===== src/rtl/swp_pkg.sv =====
// Package of constants and types for the write-protection block
package swp_pkg;

  // Instruction encodings
  localparam logic [7:0] SWP_CMD_SET_LATCH   = 8'h06;
  localparam logic [7:0] SWP_CMD_CLEAR_LATCH = 8'h04;
  localparam logic [7:0] SWP_CMD_READ_STATUS = 8'h05;
  localparam logic [7:0] SWP_CMD_WRITE_STAT  = 8'h01;
  localparam logic [7:0] SWP_CMD_READ_ARRAY  = 8'h03;
  localparam logic [7:0] SWP_CMD_WRITE_ARRAY = 8'h02;

  // Status register field positions
  localparam int SWP_BIT_HW_EN   = 7;
  localparam int SWP_BIT_BP_HIGH = 3;
  localparam int SWP_BIT_BP_LOW  = 2;
  localparam int SWP_BIT_LATCH   = 1;
  localparam int SWP_BIT_BUSY    = 0;

  // Nonvolatile reset values
  localparam logic [1:0] SWP_BP_RESET    = 2'h0;
  localparam logic       SWP_HW_EN_RESET = 1'b0;

  // Protected-range bounds (14-bit array address)
  localparam logic [13:0] SWP_QUARTER_BASE = 14'h3000;
  localparam logic [13:0] SWP_HALF_BASE    = 14'h2000;

  // Self-timed write cycle
  localparam int SWP_WRITE_TIME_US = 5000;
  localparam int SWP_CLK_MHZ       = 50;
  localparam int SWP_WRITE_CYCLES  = SWP_WRITE_TIME_US * SWP_CLK_MHZ;

  // Bit counter end value
  localparam logic [2:0] SWP_BIT_LAST = 3'h7;

  // Serial pin group
  typedef struct packed {
    logic cs_n;
    logic sck;
    logic si;
  } swp_pins_s;

  // Decoded serial event from the shifter
  typedef struct packed {
    logic       byte_done;
    logic [7:0] data;
    logic       fall;
    logic       select;
    logic       deselect;
  } swp_evt_s;

endpackage


===== src/rtl/swp_sync.sv =====
// Two-flop synchroniser for the serial pins
module swp_sync (
  // Clock and reset
  input  wire logic           clk,
  input  wire logic           nrst,
  // Pins
  input  wire swp_pkg::swp_pins_s pins_in,
  output      swp_pkg::swp_pins_s pins_out
);
  import swp_pkg::*;

  swp_pins_s stage1;
  swp_pins_s stage2;

  always_ff @(posedge clk or negedge nrst) begin
    if (!nrst) begin
      stage1 <= '{cs_n: 1'b1, sck: 1'b0, si: 1'b0};
      stage2 <= '{cs_n: 1'b1, sck: 1'b0, si: 1'b0};
    end else begin
      stage1 <= pins_in;
      stage2 <= stage1;
    end
  end

  assign pins_out = stage2;

endmodule


===== src/rtl/swp_shift.sv =====
// Serial shifter: edge detection and byte assembly, MSB first
module swp_shift (
  // Clock and reset
  input  wire logic               clk,
  input  wire logic               nrst,
  // Synchronised pins
  input  wire swp_pkg::swp_pins_s pins,
  // Decoded events
  output      swp_pkg::swp_evt_s  evt
);
  import swp_pkg::*;

  logic       sck_q;
  logic       cs_q;
  logic [2:0] bit_cnt;
  logic [7:0] shreg;
  logic       rise;

  assign rise = pins.sck & ~sck_q & ~pins.cs_n;

  always_ff @(posedge clk or negedge nrst) begin
    if (!nrst) begin
      sck_q <= 1'b0;
      cs_q  <= 1'b1;
    end else begin
      sck_q <= pins.sck;
      cs_q  <= pins.cs_n;
    end
  end

  // Sample on rising SCK, MSB first
  always_ff @(posedge clk or negedge nrst) begin
    if (!nrst) begin
      bit_cnt <= 3'h0;
      shreg   <= 8'h00;
    end else if (pins.cs_n) begin
      bit_cnt <= 3'h0;
    end else if (rise) begin
      shreg   <= {shreg[6:0], pins.si};
      bit_cnt <= bit_cnt + 3'h1;
    end
  end

  assign evt.byte_done = rise & (bit_cnt == SWP_BIT_LAST);
  assign evt.data      = {shreg[6:0], pins.si};
  assign evt.fall      = ~pins.sck & sck_q & ~pins.cs_n;
  assign evt.select    = ~pins.cs_n & cs_q;
  assign evt.deselect  = pins.cs_n & ~cs_q;

endmodule


===== src/rtl/swp_top.sv =====
// Write-protection and status logic of a serial EEPROM
// What this block does
// - Internal write completes only if the write latch was set beforehand
// - Set-latch instruction sets the latch, clear-latch clears it
// - Latch cleared at power-up and after clear, accepted status write, accepted array write
// - Status read is answered at any time, even while busy
// - Status: bit7 protect enable, bits3-2 block protect, bit1 latch, bit0 busy
// - Busy flag is 1 during an internal write; writes to it are ignored
// - Latch flag mirrors the write latch, read-only
// - Latch instructions work even while the status register is protected
// - Block-protect bits are nonvolatile, changed only by status write; here nrst also clears them to 00
// - Block protect 00 none, 01 3000h up, 10 2000h up, 11 all
// - Hardware protection active while pin low and enable bit set
// - Hardware protection blocks status writes only, not array or latch
// - Status write instruction updates protect enable and block bits
// - Array access during an internal write is ignored
// - Power-up: standby, latch clear, serial output undriven
// - Device stays inactive until a falling chip-select edge
// - Encodings: 06 set, 04 clear, 05 status read, 01 status write
// - Latch set only at chip-select rise after the set instruction
// - MSB first; sample on rising clock, change output after falling
module swp_top #(
  parameter int WRITE_CYCLES = swp_pkg::SWP_WRITE_CYCLES
) (
  // Clock and reset
  input  wire logic clk,
  input  wire logic nrst,
  // Serial bus
  input  wire logic cs_n,
  input  wire logic sck,
  input  wire logic si,
  output      logic so_o,
  output      logic so_oe,
  // Write-protect pin
  input  wire logic wp_n,
  // Observation of state
  output      logic [7:0] protection_status,
  output      logic       array_write_strobe,
  output      logic [13:0] array_write_addr
);
  import swp_pkg::*;

  typedef enum logic [5:0] {
    ST_IDLE  = 6'b000001,
    ST_CMD   = 6'b000010,
    ST_ADDR  = 6'b000100,
    ST_DATA  = 6'b001000,
    ST_STAT  = 6'b010000,
    ST_SKIP  = 6'b100000
  } swp_state_e;

  swp_pins_s  pins_raw;
  swp_pins_s  pins;
  swp_evt_s   evt;
  logic       wp_s1;
  logic       wp_s2;
  swp_state_e state;
  logic [7:0] cmd;
  logic [1:0] addr_bytes;
  logic [15:0] addr;
  logic       frame_ok;
  logic       pend_ok;
  logic       armed;
  logic       write_latch_flag;
  logic       write_busy_flag;
  logic       block_protect_high;
  logic       block_protect_low;
  logic       hw_protect_enable;
  logic [7:0] new_status;
  logic [7:0] out_sr;
  logic [31:0] busy_cnt;
  logic       hw_active;
  logic       write_go;
  logic [1:0] sync_fill;
  logic       sck_prev;
  logic       sck_rise;

  // Block-protection decode, used for every array write
  function automatic logic addr_protected(input logic [1:0] bp,
                                          input logic [13:0] a);
    unique case (bp)
      2'h0: addr_protected = 1'b0;
      2'h1: addr_protected = (a >= SWP_QUARTER_BASE);
      2'h2: addr_protected = (a >= SWP_HALF_BASE);
      2'h3: addr_protected = 1'b1;
    endcase
  endfunction

  assign pins_raw = '{cs_n: cs_n, sck: sck, si: si};

  swp_sync u_sync (
    .clk      (clk),
    .nrst     (nrst),
    .pins_in  (pins_raw),
    .pins_out (pins)
  );

  swp_shift u_shift (
    .clk  (clk),
    .nrst (nrst),
    .pins (pins),
    .evt  (evt)
  );

  always_ff @(posedge clk or negedge nrst) begin
    if (!nrst) begin
      wp_s1    <= 1'b1;
      wp_s2    <= 1'b1;
      sck_prev <= 1'b0;
    end else begin
      wp_s1    <= wp_n;
      wp_s2    <= wp_s1;
      sck_prev <= pins.sck;
    end
  end

  assign hw_active = ~wp_s2 & hw_protect_enable;
  // Clock rise inside a frame; one that closes no byte spoils it
  assign sck_rise  = pins.sck & ~sck_prev & ~pins.cs_n;

  // Arm once cs_n is truly seen high, so a frame open at reset is skipped
  always_ff @(posedge clk or negedge nrst) begin
    if (!nrst) begin
      sync_fill <= 2'h0;
      armed     <= 1'b0;
    end else begin
      sync_fill <= {sync_fill[0], 1'b1};
      if (sync_fill[1] && pins.cs_n) begin
        armed <= 1'b1;
      end
    end
  end

  // Instruction sequencer
  always_ff @(posedge clk or negedge nrst) begin
    if (!nrst) begin
      state      <= ST_IDLE;
      cmd        <= 8'h00;
      addr_bytes <= 2'h0;
      addr       <= 16'h0000;
      frame_ok   <= 1'b0;
      new_status <= 8'h00;
    end else if (pins.cs_n) begin
      state <= ST_IDLE;
    end else if (evt.select && armed) begin
      state    <= ST_CMD;
      frame_ok <= 1'b0;
    end else if (evt.select) begin
      state <= ST_SKIP;
    end else if (evt.byte_done) begin
      unique case (state)
        ST_CMD: begin
          cmd      <= evt.data;
          frame_ok <= 1'b1;
          addr_bytes <= 2'h0;
          if (evt.data == SWP_CMD_WRITE_ARRAY ||
              evt.data == SWP_CMD_READ_ARRAY) begin
            state    <= ST_ADDR;
            frame_ok <= 1'b0;
          end else if (evt.data == SWP_CMD_WRITE_STAT) begin
            state    <= ST_DATA;
            frame_ok <= 1'b0;
          end else if (evt.data == SWP_CMD_READ_STATUS) begin
            state <= ST_STAT;
          end else begin
            state <= ST_SKIP;
          end
        end
        ST_ADDR: begin
          addr       <= {addr[7:0], evt.data};
          addr_bytes <= addr_bytes + 2'h1;
          if (addr_bytes == 2'h1) begin
            state <= ST_DATA;
          end
        end
        ST_DATA: begin
          frame_ok   <= 1'b1;
          new_status <= evt.data;
        end
        ST_STAT, ST_SKIP, ST_IDLE: begin
          state <= state;
        end
      endcase
    end else if (sck_rise) begin
      frame_ok <= 1'b0;
    end
  end

  // A write counts only when the last clock closed a whole byte
  assign pend_ok = frame_ok && (cmd != SWP_CMD_READ_ARRAY);

  // Accepted write: whole frame, latch set, idle, target not protected
  assign write_go = evt.deselect && state == ST_DATA && pend_ok &&
                    write_latch_flag && !write_busy_flag &&
                    ((cmd == SWP_CMD_WRITE_STAT && !hw_active) ||
                     (cmd == SWP_CMD_WRITE_ARRAY &&
                      !addr_protected({block_protect_high,
                                       block_protect_low},
                                      addr[13:0])));

  // Write latch
  always_ff @(posedge clk or negedge nrst) begin
    if (!nrst) begin
      write_latch_flag <= 1'b0;
    end else if (evt.deselect && state == ST_SKIP && frame_ok) begin
      if (cmd == SWP_CMD_SET_LATCH) begin
        write_latch_flag <= 1'b1;
      end else if (cmd == SWP_CMD_CLEAR_LATCH) begin
        write_latch_flag <= 1'b0;
      end
    end else if (write_go) begin
      write_latch_flag <= 1'b0;
    end
  end

  // Nonvolatile status bits and array write strobe
  always_ff @(posedge clk or negedge nrst) begin
    if (!nrst) begin
      block_protect_high <= SWP_BP_RESET[1];
      block_protect_low  <= SWP_BP_RESET[0];
      hw_protect_enable  <= SWP_HW_EN_RESET;
      array_write_strobe <= 1'b0;
      array_write_addr   <= 14'h0000;
    end else begin
      array_write_strobe <= 1'b0;
      if (write_go && cmd == SWP_CMD_WRITE_STAT) begin
        hw_protect_enable  <= new_status[SWP_BIT_HW_EN];
        block_protect_high <= new_status[SWP_BIT_BP_HIGH];
        block_protect_low  <= new_status[SWP_BIT_BP_LOW];
      end else if (write_go) begin
        array_write_strobe <= 1'b1;
        array_write_addr   <= addr[13:0];
      end
    end
  end

  // Self-timed write cycle
  always_ff @(posedge clk or negedge nrst) begin
    if (!nrst) begin
      write_busy_flag <= 1'b0;
      busy_cnt        <= 32'h0;
    end else if (write_go) begin
      write_busy_flag <= 1'b1;
      busy_cnt        <= 32'(WRITE_CYCLES - 1);
    end else if (write_busy_flag) begin
      if (busy_cnt == 32'h0) begin
        write_busy_flag <= 1'b0;
      end else begin
        busy_cnt <= busy_cnt - 32'h1;
      end
    end
  end

  // Status image with unused bits zero
  always_ff @(posedge clk or negedge nrst) begin
    if (!nrst) begin
      protection_status <= 8'h00;
    end else begin
      protection_status <= {hw_protect_enable, 3'h0, block_protect_high,
                            block_protect_low, write_latch_flag,
                            write_busy_flag};
    end
  end

  // Serial output, changed after falling SCK
  always_ff @(posedge clk or negedge nrst) begin
    if (!nrst) begin
      so_o   <= 1'b0;
      so_oe  <= 1'b0;
      out_sr <= 8'h00;
    end else if (pins.cs_n) begin
      so_oe <= 1'b0;
    end else if (state == ST_CMD && evt.byte_done &&
                 evt.data == SWP_CMD_READ_STATUS) begin
      out_sr <= protection_status;
    end else if (state == ST_STAT && evt.fall) begin
      so_oe  <= 1'b1;
      so_o   <= out_sr[7];
      out_sr <= {out_sr[6:0], protection_status[0]};
    end
  end

  AST_LATCH_SET: assert property (@(posedge clk) disable iff (!nrst)
    (evt.deselect && state == ST_SKIP && frame_ok &&
     cmd == SWP_CMD_SET_LATCH) |=> write_latch_flag)
    else $error("latch not set after set instruction");
  AST_LATCH_CLR: assert property (@(posedge clk) disable iff (!nrst)
    (evt.deselect && state == ST_SKIP && frame_ok &&
     cmd == SWP_CMD_CLEAR_LATCH) |=> !write_latch_flag)
    else $error("latch not cleared");
  AST_NO_LATCH_NO_WRITE: assert property (
    @(posedge clk) disable iff (!nrst)
    (!write_latch_flag && !write_busy_flag) |=> !$rose(write_busy_flag))
    else $error("write started without latch");
  AST_BUSY_HOLD: assert property (@(posedge clk) disable iff (!nrst)
    $rose(write_busy_flag) |-> write_busy_flag [*8])
    else $error("busy dropped too early");
  AST_STATUS_MAP: assert property (@(posedge clk) disable iff (!nrst)
    ##1 protection_status == {$past(hw_protect_enable), 3'h0,
      $past(block_protect_high), $past(block_protect_low),
      $past(write_latch_flag), $past(write_busy_flag)})
    else $error("status layout wrong");
  AST_HW_LOCK: assert property (@(posedge clk) disable iff (!nrst)
    hw_active |=> $stable({hw_protect_enable, block_protect_high,
                           block_protect_low}))
    else $error("protected status bits changed");
  AST_PROT_ALL: assert property (@(posedge clk) disable iff (!nrst)
    (block_protect_high && block_protect_low) |=> !array_write_strobe)
    else $error("write into protected array");
  AST_ARMED: assert property (@(posedge clk) disable iff (!nrst)
    !armed |-> !so_oe)
    else $error("output driven before first select");
  AST_NO_WRITE_BUSY: assert property (
    @(posedge clk) disable iff (!nrst)
    write_busy_flag |=> !$rose(array_write_strobe))
    else $error("array write during busy cycle");

endmodule


===== config.mk =====
export PLATFORM = sky130hd
export DESIGN_NAME = swp_top
export DESIGN_NICKNAME = d
export VERILOG_FILES = /design/src/rtl/swp_pkg.sv /design/src/rtl/swp_sync.sv /design/src/rtl/swp_shift.sv /design/src/rtl/swp_top.sv
export SDC_FILE = /design/constraint.sdc
export NUM_CORES = 1
export LEC_CHECK = 0
export ABC_AREA = 1
export BUFFER_PORTS_ARGS = -buffer_cell sky130_fd_sc_hd__buf_2
export CAP_MARGIN = 40
export CELL_PAD_IN_SITES_DETAIL_PLACEMENT = 0
export CELL_PAD_IN_SITES_GLOBAL_PLACEMENT = 1
export CORE_MARGIN = 3
export CORE_UTILIZATION = 40
export CTS_CLUSTER_DIAMETER = 60
export DETAILED_ROUTE_END_ITERATION = 8
export PLACE_DENSITY_LB_ADDON = 0.1
export SYNTH_ARGS = -nofsm -noshare
export SYNTH_HDL_FRONTEND = slang
export SYNTH_SLANG_ARGS = --single-unit

===== constraint.sdc =====
create_clock -name clk -period 2.4 [get_ports clk]
set_clock_uncertainty 0.05 [all_clocks]
set_input_delay 0.24 -clock clk [delete_from_list [all_inputs] [get_ports clk]]
set_output_delay 0.24 -clock clk [all_outputs]
set_load 0.005 [all_outputs]

==> summary.txt, run 1 <==
Timing
  – Fin crit period: about 2.1 ns
  – Setup TNS: 0 ns
  – Fin. max-slew vios: 0
  – Hold Vio Cnt, Final: 0
  – Least-Margin Pin Slew: 0.560 ns
  – Final setup fails: 0
  – FMAX: 466 MHz
  – Final period utilization: 89.5%
  – Rel. slew slack: 62.6%
  – RSZ-0062 raised after global routing: false

Power and ir drop
  – VDD IR max: around 0.5 mV
  – Comb power frac: 3.6%
  – Power Internal: 3.91 mW
  – Leakage power: 3.77 nW
  – Total Power: 5.02 mW
  – Switching power: 1.11 mW
  – Power per cell area: roughly 700 nW/µm²
  – Switching Fraction: about 22%
  – Reg power frac: between 40% and 50%
  – Clock Power Share: 52.7%

Clock tree
  – Root Driver: clkbuf_16
  – Clk buf depth: 2
  – Num CTS Buffers: 17
  – # hold bufs at CTS: 5
  – TritonCTS clock tree: yes
  – Worst-skew pair later-pin latency: 0.42 ns
  – # Post-CTS Setup Buffers: 0
  – PostCTS Resize Cnt: 0
  – Clk slew on worst S/H paths: ~0.05 ns
  – TritonCTS Sinks: 124
  – # H-tree levels: 4

Drt
  – Vias: 5,000
  – DR iter-0 viols: 372
  – TritonRoute pass-1 iters: 5
  – Final ANT Viol Nets: 0
  – Vias per cell: 4.94
  – Drt total wl: 14,100 µm
  – # DRC: 0
  – WL/cell: 13.9 µm

Global routing
  – Largest net degree at the start of global routing: 46
  – GRT overflow: 0
  – GRT Util Overall: 18.6%
  – Vias in the first global route: 4,915
  – Initial antenna violation count: 0
  – First-pass GRT wire length: 24,800 µm

Setup path
  – CP Capture Type: flop
  – Critical Path RT: about 2.6 ns
  – Kind of critical path: reg -> reg
  – Worst path arrival time: 2.38 ns
  – Worst-path fanout max: 29
  – Crit start category: flop

Synthesis
  – Syn_area_per_cell: 7.94 µm²
  – Synth Cell Area: 6150 µm²
  – Yosys cell types: 39
  – Synth Warn #: 0
  – Share of Yosys cell area claimed by the top area cell type: 48.0%
  – Yosys reg bits: 124
  – Register area share after synthesis: 50.6%
  – Biggest area consumer among synthesized cells: dfrtp_1
  – Synth area leaders: dfrtp_1 48%, nand2_1 14%, nor2_1 6.5%
  – Syn Inst Count: 775

Cells and area
  – Ant diodes: 0
  – Layout overhead on the synthesized area: 15.8%
  – Final #Nets: 827
  – Layout cells sized above 1: 13.6%

Die
  – Initial core utilization: slightly above 40%
  – Die width: between 100 and 150 µm
  – Io pins: 31
  – Die ar.: roughly 17,000 µm²
  – Height of the die: 130 µm
  – Std cell rows: 44
  – Core Region: between 10,000 and 15,000 µm²

Run
  – Maxcap violations: 0

Run status
  – Status: finished clean

Min path
  – HP Class: in -> async

Place
  – Port Buffer Count: 27
  – Gpl congestion: 0.879
  – Hpwl dp: 10,300 µm
[per-layer routing]
layer	track usage, %	vias to the layer above	routed length (µm)
met4	5.75	0	65
met2	26.3	71	5920
met1	28.5	2403	7610
met5	0	-	0
li1	-	2521	-
met3	4.01	5	532
[Yosys cell counts, drive strengths merged]
library cell and number:
a31oi 4, nand2 231, conb 2, nand3b 6
dfstp 6, o22ai 2, nand3 55, o211ai 1
nor2 123, buf 16, xnor2 2, inv 93
clkbuf 3, dfrtp 118, nand4 15, a21oi 8
a22o 2, ha 5, xor2 7, nor3 9
o21bai 4, o21ai 62, a21boi 1
[cell type report]
type / instances / area (µm²)
clock inverter: 10 / 139
tap: 184 / 230
sequential: 124 / 3110
fill: 1476 / 7680
inverter: 93 / 349
multi-input combinational: 541 / 2560
clock buffer: 22 / 474
timing repair buffer: 39 / 265
[power groups by stage]
stage | logic [mW] | registers [mW] | clock network, mW
floorplan | 0.104 | 2.21 | 0
global placement | 0.175 | 2.23 | 0
detailed placement | 0.179 | 2.23 | 0
CTS | 0.186 | 2.19 | 2.71
global route | 0.212 | 2.20 | 2.80
finish | 0.181 | 2.19 | 2.64
[cells in the final DEF, fill, tap and decap left out, types with 3 or more instances in the layout]
cell and count:
nor2_1 107, nand3b_1 6, clkbuf_16 17, inv_1 85, nand2_1 223, xor2_1 7, dfstp_2 6, o21ai_2 5
inv_2 8, nand2_2 6, nor2_4 6, dfrtp_1 118, clkbuf_8 3, a21oi_1 7, nand3_1 54, buf_2 26
dlygate4sd3_1 5, o21bai_1 4, conb_1 4, buf_4 6, nor2_2 10, o21ai_0 45, bufinv_16 3, nand4_1 14
a31oi_1 3, o21ai_1 11, ha_1 5, nor3_1 8, clkinvlp_4 4
[per-stage QoR]
step | cell area, µm² | util, % | hold WS [ns] | worst slack (ns) | instances
floorplan | 6160 | - | -0.106 | 0.654 | 777
global placement | 6460 | 43.6 | 0.196 | 0.313 | 976
detailed placement | 6460 | 43.6 | 0.211 | 0.265 | 976
CTS | 7130 | 48.1 | 0.299 | 0.228 | 1013
global route | 7130 | 48.1 | 0.302 | 0.0305 | 1013
finish | 7130 | 48.1 | 0.297 | 0.252 | 1013
[worst max-delay path, stage by stage (launching register included)]
cell and delay (ns):
dfstp_2 0.66, nand2_2 0.11, nor2_1 0.13, nand3_1 0.09
nor2_2 0.13, nand2_2 0.25, inv_2 0.12, nand2_1 0.06
buf_4 0.23, nand2_1 0.09, o21ai_0 0.08
[cell families after synthesis]
| family | share of synthesized area, % |
|---|---|
| AO/OA/AOI/OAI | 7.97 |
| XOR/XNOR | 1.28 |
| adder cells (fa/ha/maj) | 1.02 |
| buffers and inverters | 7.99 |
| flip-flops | 50.6 |
| other | 0.122 |
| AND/OR/NAND/NOR | 31.1 |
[worst paths after layout]
| path | start | end | slack, ns | depth (start not counted) |
|---|---|---|---|---|
| max | u_sync.pins_out[2] | array_write_addr[8] | 0.25 | 10 |
| min | nrst | u_sync.pins_out[1] | 0.30 | 2 |
| max reg2reg | u_sync.pins_out[2] | array_write_addr[8] | 0.25 | 10 |
| min reg2reg | u_sync.stage1[1] | u_sync.pins_out[1] | 0.30 | 0 |
| max in group asynchronous | nrst | wp_s1 | 1.31 | 3 |
| min in group clk | u_sync.stage1[1] | u_sync.pins_out[1] | 0.30 | 0 |
[registers in the layout, summed over array words and instances (netlist names), 2 cells and up]
signal	cells
sync_fill	2
busy_cnt	32
u_sync.pins_out	3
addr_bytes	2
cmd	8
u_shift.shreg	7
array_write_addr	14
addr	14
protection_status	5
u_sync.stage1	3
u_shift.bit_cnt	3
out_sr	8
state	6
new_status	3
Note: power is estimated with default switching activity, not from simulation.
==> inputs of run 2 (changes only) <==
- ABC_AREA: 1 -> not set
==> run 2 against run 1 <==
Against the previous run:
- the flow now finishes with violations (setup timing)
- non-clock buffer count is 53 higher
- clock power down 14%
- final cell count shrank 26%
- cell area fell by 1.6%
- maximum frequency down 20%
- area after synthesis fell by 11%
- combinational power grew 16%
- clock-buffer cell count shrank 1
- critical path depth is 5 lower
- critical endpoint is now busy_cnt[30]
==> summary.txt, run 2 <==
Synthesis
  – Synth Cell Area: 5490 µm² (-11%)
  – Synth top cells by count: 118 x dfrtp_1, 47 x mux2_2, 35 x nor2_1
  – Syn Inst Count: 475 (-39%)
  – Synth area leaders: dfrtp_1 54%, mux2_2 9.6%, dfstp_2 2.9%
  – EDFF count, synth: 0 (unchanged)
  – Biggest area consumer among synthesized cells: dfrtp_1
  – Share of Yosys cell area claimed by the top area cell type: 53.8% (+5.8 points)
  – Top-count cell post-synth: dfrtp_1
  – Yosys reg bits: 124 (unchanged)
  – Primary FF master, synth: dfrtp_1
  – Register area share after synthesis: 56.7% (+6.1 points)
  – Async set or reset register ratio after synthesis: 100% (unchanged)
  – Syn_area_per_cell: 11.6 µm² (+46%)
  – Synth Warn #: 0 (unchanged)
  – Yosys cell types: 59 (+51%)

Clock tree
  – Clk slew on worst S/H paths: 0.05 ns (about the same)
  – Root Driver: clkbuf_16
  – Num CTS Buffers: 17 (unchanged)
  – TritonCTS clock tree: yes
  – TritonCTS Sinks: 124 (unchanged)
  – Worst-skew pair later-pin latency: 0.41 ns (about the same)
  – # H-tree levels: 4 (unchanged)
  – Clk buf depth: 2 (unchanged)

Setup path
  – Worst path arrival time: 2.99 ns (+0.61 ns)
  – Crit start category: flop
  – Critical Path RT: 2.69 ns (+0.05 ns)
  – Worst-path fanout max: 5 (-83%)
  – CP Capture Type: flop
  – Kind of critical path: reg -> reg

Drt
  – DR iter-0 viols: 174 (-53%)
  – # DRC: 0 (unchanged)
  – Vias: 3,958 (-21%)
  – WL/cell: 15.5 µm (+11%)
  – TritonRoute pass-1 iters: 5 (unchanged)
  – Final ANT Viol Nets: 0 (unchanged)
  – Vias per cell: 5.25 (+6.4%)
  – Drt total wl: 11,700 µm (-17%)

Power and ir drop
  – Switching Fraction: 22.3% (+0.21 points)
  – Clock Power Share: 48.3% (-4.4 points)
  – Power per cell area: 673 nW/µm² (-4.4%)
  – Power Internal: 3.67 mW (-6.2%)
  – VDD IR max: 0.485 mV (-0.16%)
  – Comb power frac: 4.5% (+0.9 points)
  – Leakage power: 3.46 nW (-8.3%)
  – Switching power: 1.05 mW (-5.0%)
  – Reg power frac: 47.3% (+3.6 points)

Global routing
  – GRT overflow: 0 (unchanged)
  – Vias in the first global route: 3,814 (-22%)
  – Largest net degree at the start of global routing: 45 (-2.2%)
  – Initial antenna violation count: 0 (unchanged)
  – First-pass GRT wire length: 19,200 µm (-22%)
  – GRT Util Overall: 16.5% (-2.2 points)

Place
  – Worst Setup Slack post-DPL: -0.366 ns (-0.631 ns)
  – Port Buffer Count: 27 (unchanged)
  – Placed cell area: 6220 µm² (-3.8%)
  – Hpwl dp: 8080 µm (-21%)
  – Gpl congestion: 0.807 (-8.2%)

Cells and area
  – Ant diodes: 0 (unchanged)
  – Layout overhead on the synthesized area: 27.7%
  – Fin util: 52.5% (+4.4 points)
  – Largest registers: busy_cnt x32, addr x14, array_write_addr x14
  – Max reg flops: 32 (unchanged)
  – Fill count: 1,218 (-17%)
  – Area of the multi-input gates: 2400 µm² (-6.2%)
  – Largest Register: busy_cnt
  – Final #Nets: 578 (-30%)
  – Layout cells sized above 1: 36.2% (+23 points)
  – Cell area after layout: 7010 µm² (-1.6%)
  – Most common cell after layout, fill and taps aside: dfrtp_1
  – Most frequent cells in the layout: 118 x dfrtp_1, 54 x buf_4, 47 x mux2_2
  – Reg area: 3110 µm² (unchanged)

Die
  – Core Region: 13,300 µm² (-9.9%)
  – Std cell rows: 42 (-4.5%)
  – Die ar.: 15,200 µm² (-10%)
  – Io pins: 31 (unchanged)
  – Die width: 123 µm (-5.3%)
  – Height of the die: 123 µm (-5.3%)
  – Initial core utilization: 41.1% (-0.41 points)

Timing
  – Least-Margin Pin Slew: 0.533 ns (-0.0266 ns)
  – Hold_ws: 0.294 ns (-0.00221 ns)
  – Fin. max-slew vios: 0 (unchanged)
  – Final setup fails: 21 (+21)
  – Hold Vio Cnt, Final: 0 (unchanged)
  – FMAX: 371 MHz (-20%)
  – Final period utilization: 112% (+23 points)
  – RSZ-0062 raised after global routing: true
  – Fin worst setup slack: -0.296 ns (-0.548 ns)
  – Setup TNS: -3.05 ns (-3.05 ns)
  – Fin crit period: 2.70 ns (+0.548 ns)
  – Rel. slew slack: 63.5% (+0.94 points)

Run status
  – Failing checks: setup timing
  – Status: finished with violations

Run
  – Maxcap violations: 0 (unchanged)

Min path
  – HP Class: reg -> reg
==> run 2: changes by cell type after synthesis, moves of 24 or more <==
cell,previous run,this run
o21ai_0,45,21
nand3_1,54,12
nand2_1,223,30
mux2_2,0,47
nor2_1,107,35
inv_1,85,18
==> run 2: cell type report <==
cell class	instances	share of cell area [%]
Clock buffer	21	6.42
Clock inverter	9	1.05
Inverter	18	0.964
Multi-Input combinational cell	314	34.2
Sequential cell	124	44.4
Tap cell	176	3.14
Timing Repair Buffer	92	9.85
==> run 2: metrics by stage <==
stage / total power, mW / instances
floorplan: 2.36 / 477
global placement: 2.47 / 714
detailed placement: 2.47 / 714
CTS: 4.78 / 751
global route: 4.92 / 754
finish: 4.72 / 754
==> run 2: cells by family after synthesis <==
family / synth area share (%)
buffers and inverters: 3.19
XOR/XNOR: 2.55
AND/OR/NAND/NOR: 15.5
AO/OA/AOI/OAI: 9.55
adder cells (fa/ha/maj): 1.14
flip-flops: 56.7
multiplexers: 11.3
other: 0.137
==> run 2: final timing paths <==
| kind | from | endpoint | slack (ns) | cells after the start |
|---|---|---|---|---|
| setup / recovery | busy_cnt[11] | busy_cnt[30] | -0.30 | 5 |
| max in group asynchronous | nrst | u_sync.pins_out[2] | 1.30 | 3 |
| hold / removal | sync_fill[0] | sync_fill[1] | 0.29 | 0 |
| hold reg to reg | sync_fill[0] | sync_fill[1] | 0.29 | 0 |
| setup reg to reg | busy_cnt[11] | busy_cnt[30] | -0.30 | 5 |
| min in group asynchronous | nrst | array_write_addr[10] | 0.31 | 2 |
==> run 2: metal layers <==
metal,GRT usage (%),up-vias,routed length [µm]
li1,-,1900,-
met1,24.2,1977,5950
met2,23.6,72,5200
met3,4.53,9,415
met4,5.40,0,116
met5,0,-,0
==> run 2: critical path, stage by stage (launching register included) <==
cell and delay, ns:
dfrtp_1 0.40, or4_4 0.55, or4b_4 0.52, or4_4 0.56
or4_4 0.43, a21oi_2 0.12
==> run 2: power by group through the flow <==
stage	Clock (mW)	Combinational [mW]	Sequential (mW)
floorplan	0	0.137	2.22
global placement	0	0.202	2.27
detailed placement	0	0.204	2.27
CTS	2.34	0.215	2.23
global route	2.44	0.238	2.24
finish	2.28	0.210	2.23
==> run 2: timing repair <==
| item | in CTS | in global routing |
|---|---|---|
| hold endpoints to repair | 40 | 0 |
| pin swaps | 4 | 13 |
| setup endpoints to repair | 17 | 31 |
| resized for setup | 11 | 28 |
| buffers inserted | 2 | 4 |
| hold buffers | 5 | 0 |
==> inputs of run 3 (changes only) <==
- BUFFER_PORTS_ARGS: -buffer_cell sky130_fd_sc_hd__buf_2 -> not set
- DONT_BUFFER_PORTS: not set -> 1
==> run 3 against run 2 <==
Against the previous run:
- the run ends with hold timing, setup timing left
- clock power rose by 11%
- cell area fell by 2.7%
- sequential power barely moved
- clock-buffer cell count rose by 4
- non-clock buffer count fell by 33
- total power rose by 4.6%
- setup slack improved by 0.024 ns
- sequential share of layout area rose by 1.2 points
- routed wire length rose by 0.24%
- critical path depth did not move
==> summary.txt, run 3 (same netlist as run 2, synthesis figures left out) <==
Run status
  – Status: finished with violations
  – Failing checks: hold timing, setup timing

Timing
  – Hold_ws: -0.521 ns (-0.816 ns)
  – Least-Margin Pin Slew: 0.494 ns (-0.0396 ns)
  – FMAX: 374 MHz (+0.91%)
  – Final setup fails: 11 (-48%)
  – Rel. slew slack: 66.2% (+2.7 points)
  – Fin worst setup slack: -0.272 ns (+0.0243 ns)
  – Fin crit period: 2.67 ns (-0.0243 ns)
  – Fin. max-slew vios: 0 (unchanged)
  – RSZ-0062 raised after global routing: true
  – Hold Vio Cnt, Final: 124 (+124)
  – Final period utilization: 111% (-1.0 points)

Setup path
  – Worst-path fanout max: 5 (unchanged)
  – Kind of critical path: reg -> reg
  – CP Capture Type: flop
  – Critical Path RT: 2.69 ns (about the same)
  – CP delay by family, top: simple AND/OR/NAND/NOR gates
  – Crit start category: flop
  – Slowest cell on the critical path: or4_4
  – Crit path top cell by count: or4_4
  – CP cell instances: or4_4 -> or4b_4 -> or4_4 -> or4_4 -> a21oi_2
  – Max stage delay on crit path: 0.56 ns (about the same)
  – Bufs and invs on worst path: 0 (unchanged)
  – Worst path arrival time: 2.96 ns (-0.03 ns)

Die
  – Std cell rows: 42 (unchanged)
  – Die ar.: 15,200 µm² (unchanged)
  – Die width: 123 µm (unchanged)
  – Io pins: 31 (unchanged)
  – Initial core utilization: 41.1% (unchanged)
  – Height of the die: 123 µm (unchanged)
  – Core Region: 13,300 µm² (unchanged)

Power and ir drop
  – Switching power: 1.02 mW (-2.9%)
  – Power Internal: 3.91 mW (+6.7%)
  – Reg power frac: 45.3% (-2.0 points)
  – VDD IR max: 0.746 mV (+54%)
  – Power per cell area: 724 nW/µm² (+7.5%)
  – Comb power frac: 3.1% (-1.4 points)
  – Leakage power: 3.30 nW (-4.6%)
  – Clock Power Share: 51.5% (+3.2 points)
  – Switching Fraction: 20.7% (-1.6 points)

Cells and area
  – Final #Nets: 546 (-5.5%)
  – Most common cell after layout, fill and taps aside: dfrtp_1
  – Max reg flops: 32 (unchanged)
  – Ant diodes: 0 (unchanged)
  – Largest registers: busy_cnt x32, addr x14, array_write_addr x14
  – Largest Register: busy_cnt
  – Layout cells sized above 1: 31.6% (-4.5 points)
  – Layout overhead on the synthesized area: 24.2%
  – Fin util: 51.1% (-1.4 points)
  – Most frequent cells in the layout: 118 x dfrtp_1, 53 x buf_4, 47 x mux2_2

Clock tree
  – # hold bufs at CTS: 4 (-1)
  – Clk buf depth: 2 (unchanged)
  – Num CTS Buffers: 17 (unchanged)
  – # H-tree levels: 4 (unchanged)
  – TritonCTS Sinks: 124 (unchanged)
  – Clk slew on worst S/H paths: 0.06 ns (about the same)
  – Root Driver: clkbuf_16
  – Worst-skew pair later-pin latency: 0.41 ns (about the same)
  – TritonCTS clock tree: yes

Place
  – Port Buffer Count: 0 (-100%)
  – Gpl congestion: 0.788 (-2.4%)
  – Worst Setup Slack post-DPL: -0.391 ns (-0.0249 ns)
  – Hpwl dp: 8020 µm (-0.72%)

Drt
  – Vias: 3,849 (-2.8%)
  – Final ANT Viol Nets: 0 (unchanged)
  – TritonRoute pass-1 iters: 5 (unchanged)
  – DR iter-0 viols: 228 (+31%)
  – Vias per cell: 5.32 (+1.4%)
  – Top Metal Used: met4
  – Drt total wl: 11,700 µm (+0.24%)
  – # DRC: 0 (unchanged)
  – WL/cell: 16.2 µm (+4.5%)
  – Met2 wire len: 5250 µm (+0.88%)
  – Met3 wire length: 477 µm (+15%)
  – Post-Route M1 WL: 5880 µm (-1.1%)

Global routing
  – GRT Util Overall: 16.9% (+0.40 points)
  – Initial antenna violation count: 0 (unchanged)
  – First-pass GRT wire length: 19,700 µm (+2.4%)
  – Largest net degree at the start of global routing: 125 (+180%)
  – GRT overflow: 0 (unchanged)
  – Vias in the first global route: 3,960 (+3.8%)

Min path
  – HP Class: in -> async

Run
  – Maxcap violations: 0 (unchanged)
## run 3: cell count changes in the layout (fill, tap and decap cells not counted), moves of 2 or more
cell      delta
buf_6        -3
buf_12       -2
clkbuf_8     +5
a211oi_1     +2
clkinv_2     -4
a211oi_2     -2
a21oi_2      -3
buf_2       -26
a21oi_1      +3
## run 3: metrics by stage
step	TNS [ns]	power (mW)	area, µm²	cells
floorplan	-3.82	2.36	5520	477
global placement	-1.32	2.42	6030	683
detailed placement	-1.63	2.42	6030	683
CTS	-0.949	4.99	6720	719
global route	-2.38	5.14	6820	723
finish	-1.13	4.94	6820	723
## run 3: worst paths after layout
check / to / slack, ns / cells past startpoint / start
worst min-delay path: array_write_addr[10] / -0.52 / 0 / nrst
max in group asynchronous: u_sync.stage1[2] / 2.60 / 0 / nrst
min in group clk: u_sync.pins_out[0] / 0.30 / 0 / u_sync.stage1[0]
worst min register to register: u_sync.pins_out[0] / 0.30 / 0 / u_sync.stage1[0]
worst max register to register: busy_cnt[30] / -0.27 / 5 / busy_cnt[11]
worst max-delay path: busy_cnt[30] / -0.27 / 5 / busy_cnt[11]
## run 3: layer usage
layer,track usage [%],up-vias
li1,-,1847
met1,24.1,1932
met2,24.6,62
met3,5.12,8
met4,5.40,0
met5,0,-
## run 3: power groups by stage
stage	Clock [mW]	Combinational [mW]	Sequential [mW]
floorplan	0	0.137	2.22
global placement	0	0.150	2.27
detailed placement	0	0.148	2.27
CTS	2.60	0.154	2.24
global route	2.72	0.174	2.25
finish	2.54	0.155	2.24
## run 3: worst register-to-register path: stages (launching register included)
cell,delay [ns]
dfrtp_1,0.37
or4_4,0.54
or4b_4,0.52
or4_4,0.56
or4_4,0.43
a21oi_2,0.12
## run 3: what timing repair did
action,in CTS,in global routing
endpoints found under the hold margin,128,124
setup endpoints to repair,14,29
resized for setup,10,16
buffers inserted,1,3
cloned,0,1
pin swaps,2,4
## run 3: final cells by class
type	count	area (µm²)
Multi-Input combinational cell	315	2360
Tap cell	176	220
Sequential cell	124	3110
Clock inverter	6	82.6
Clock buffer	25	515
Timing Repair Buffer	59	469
Fill cell	1202	6530
Inverter	18	67.6
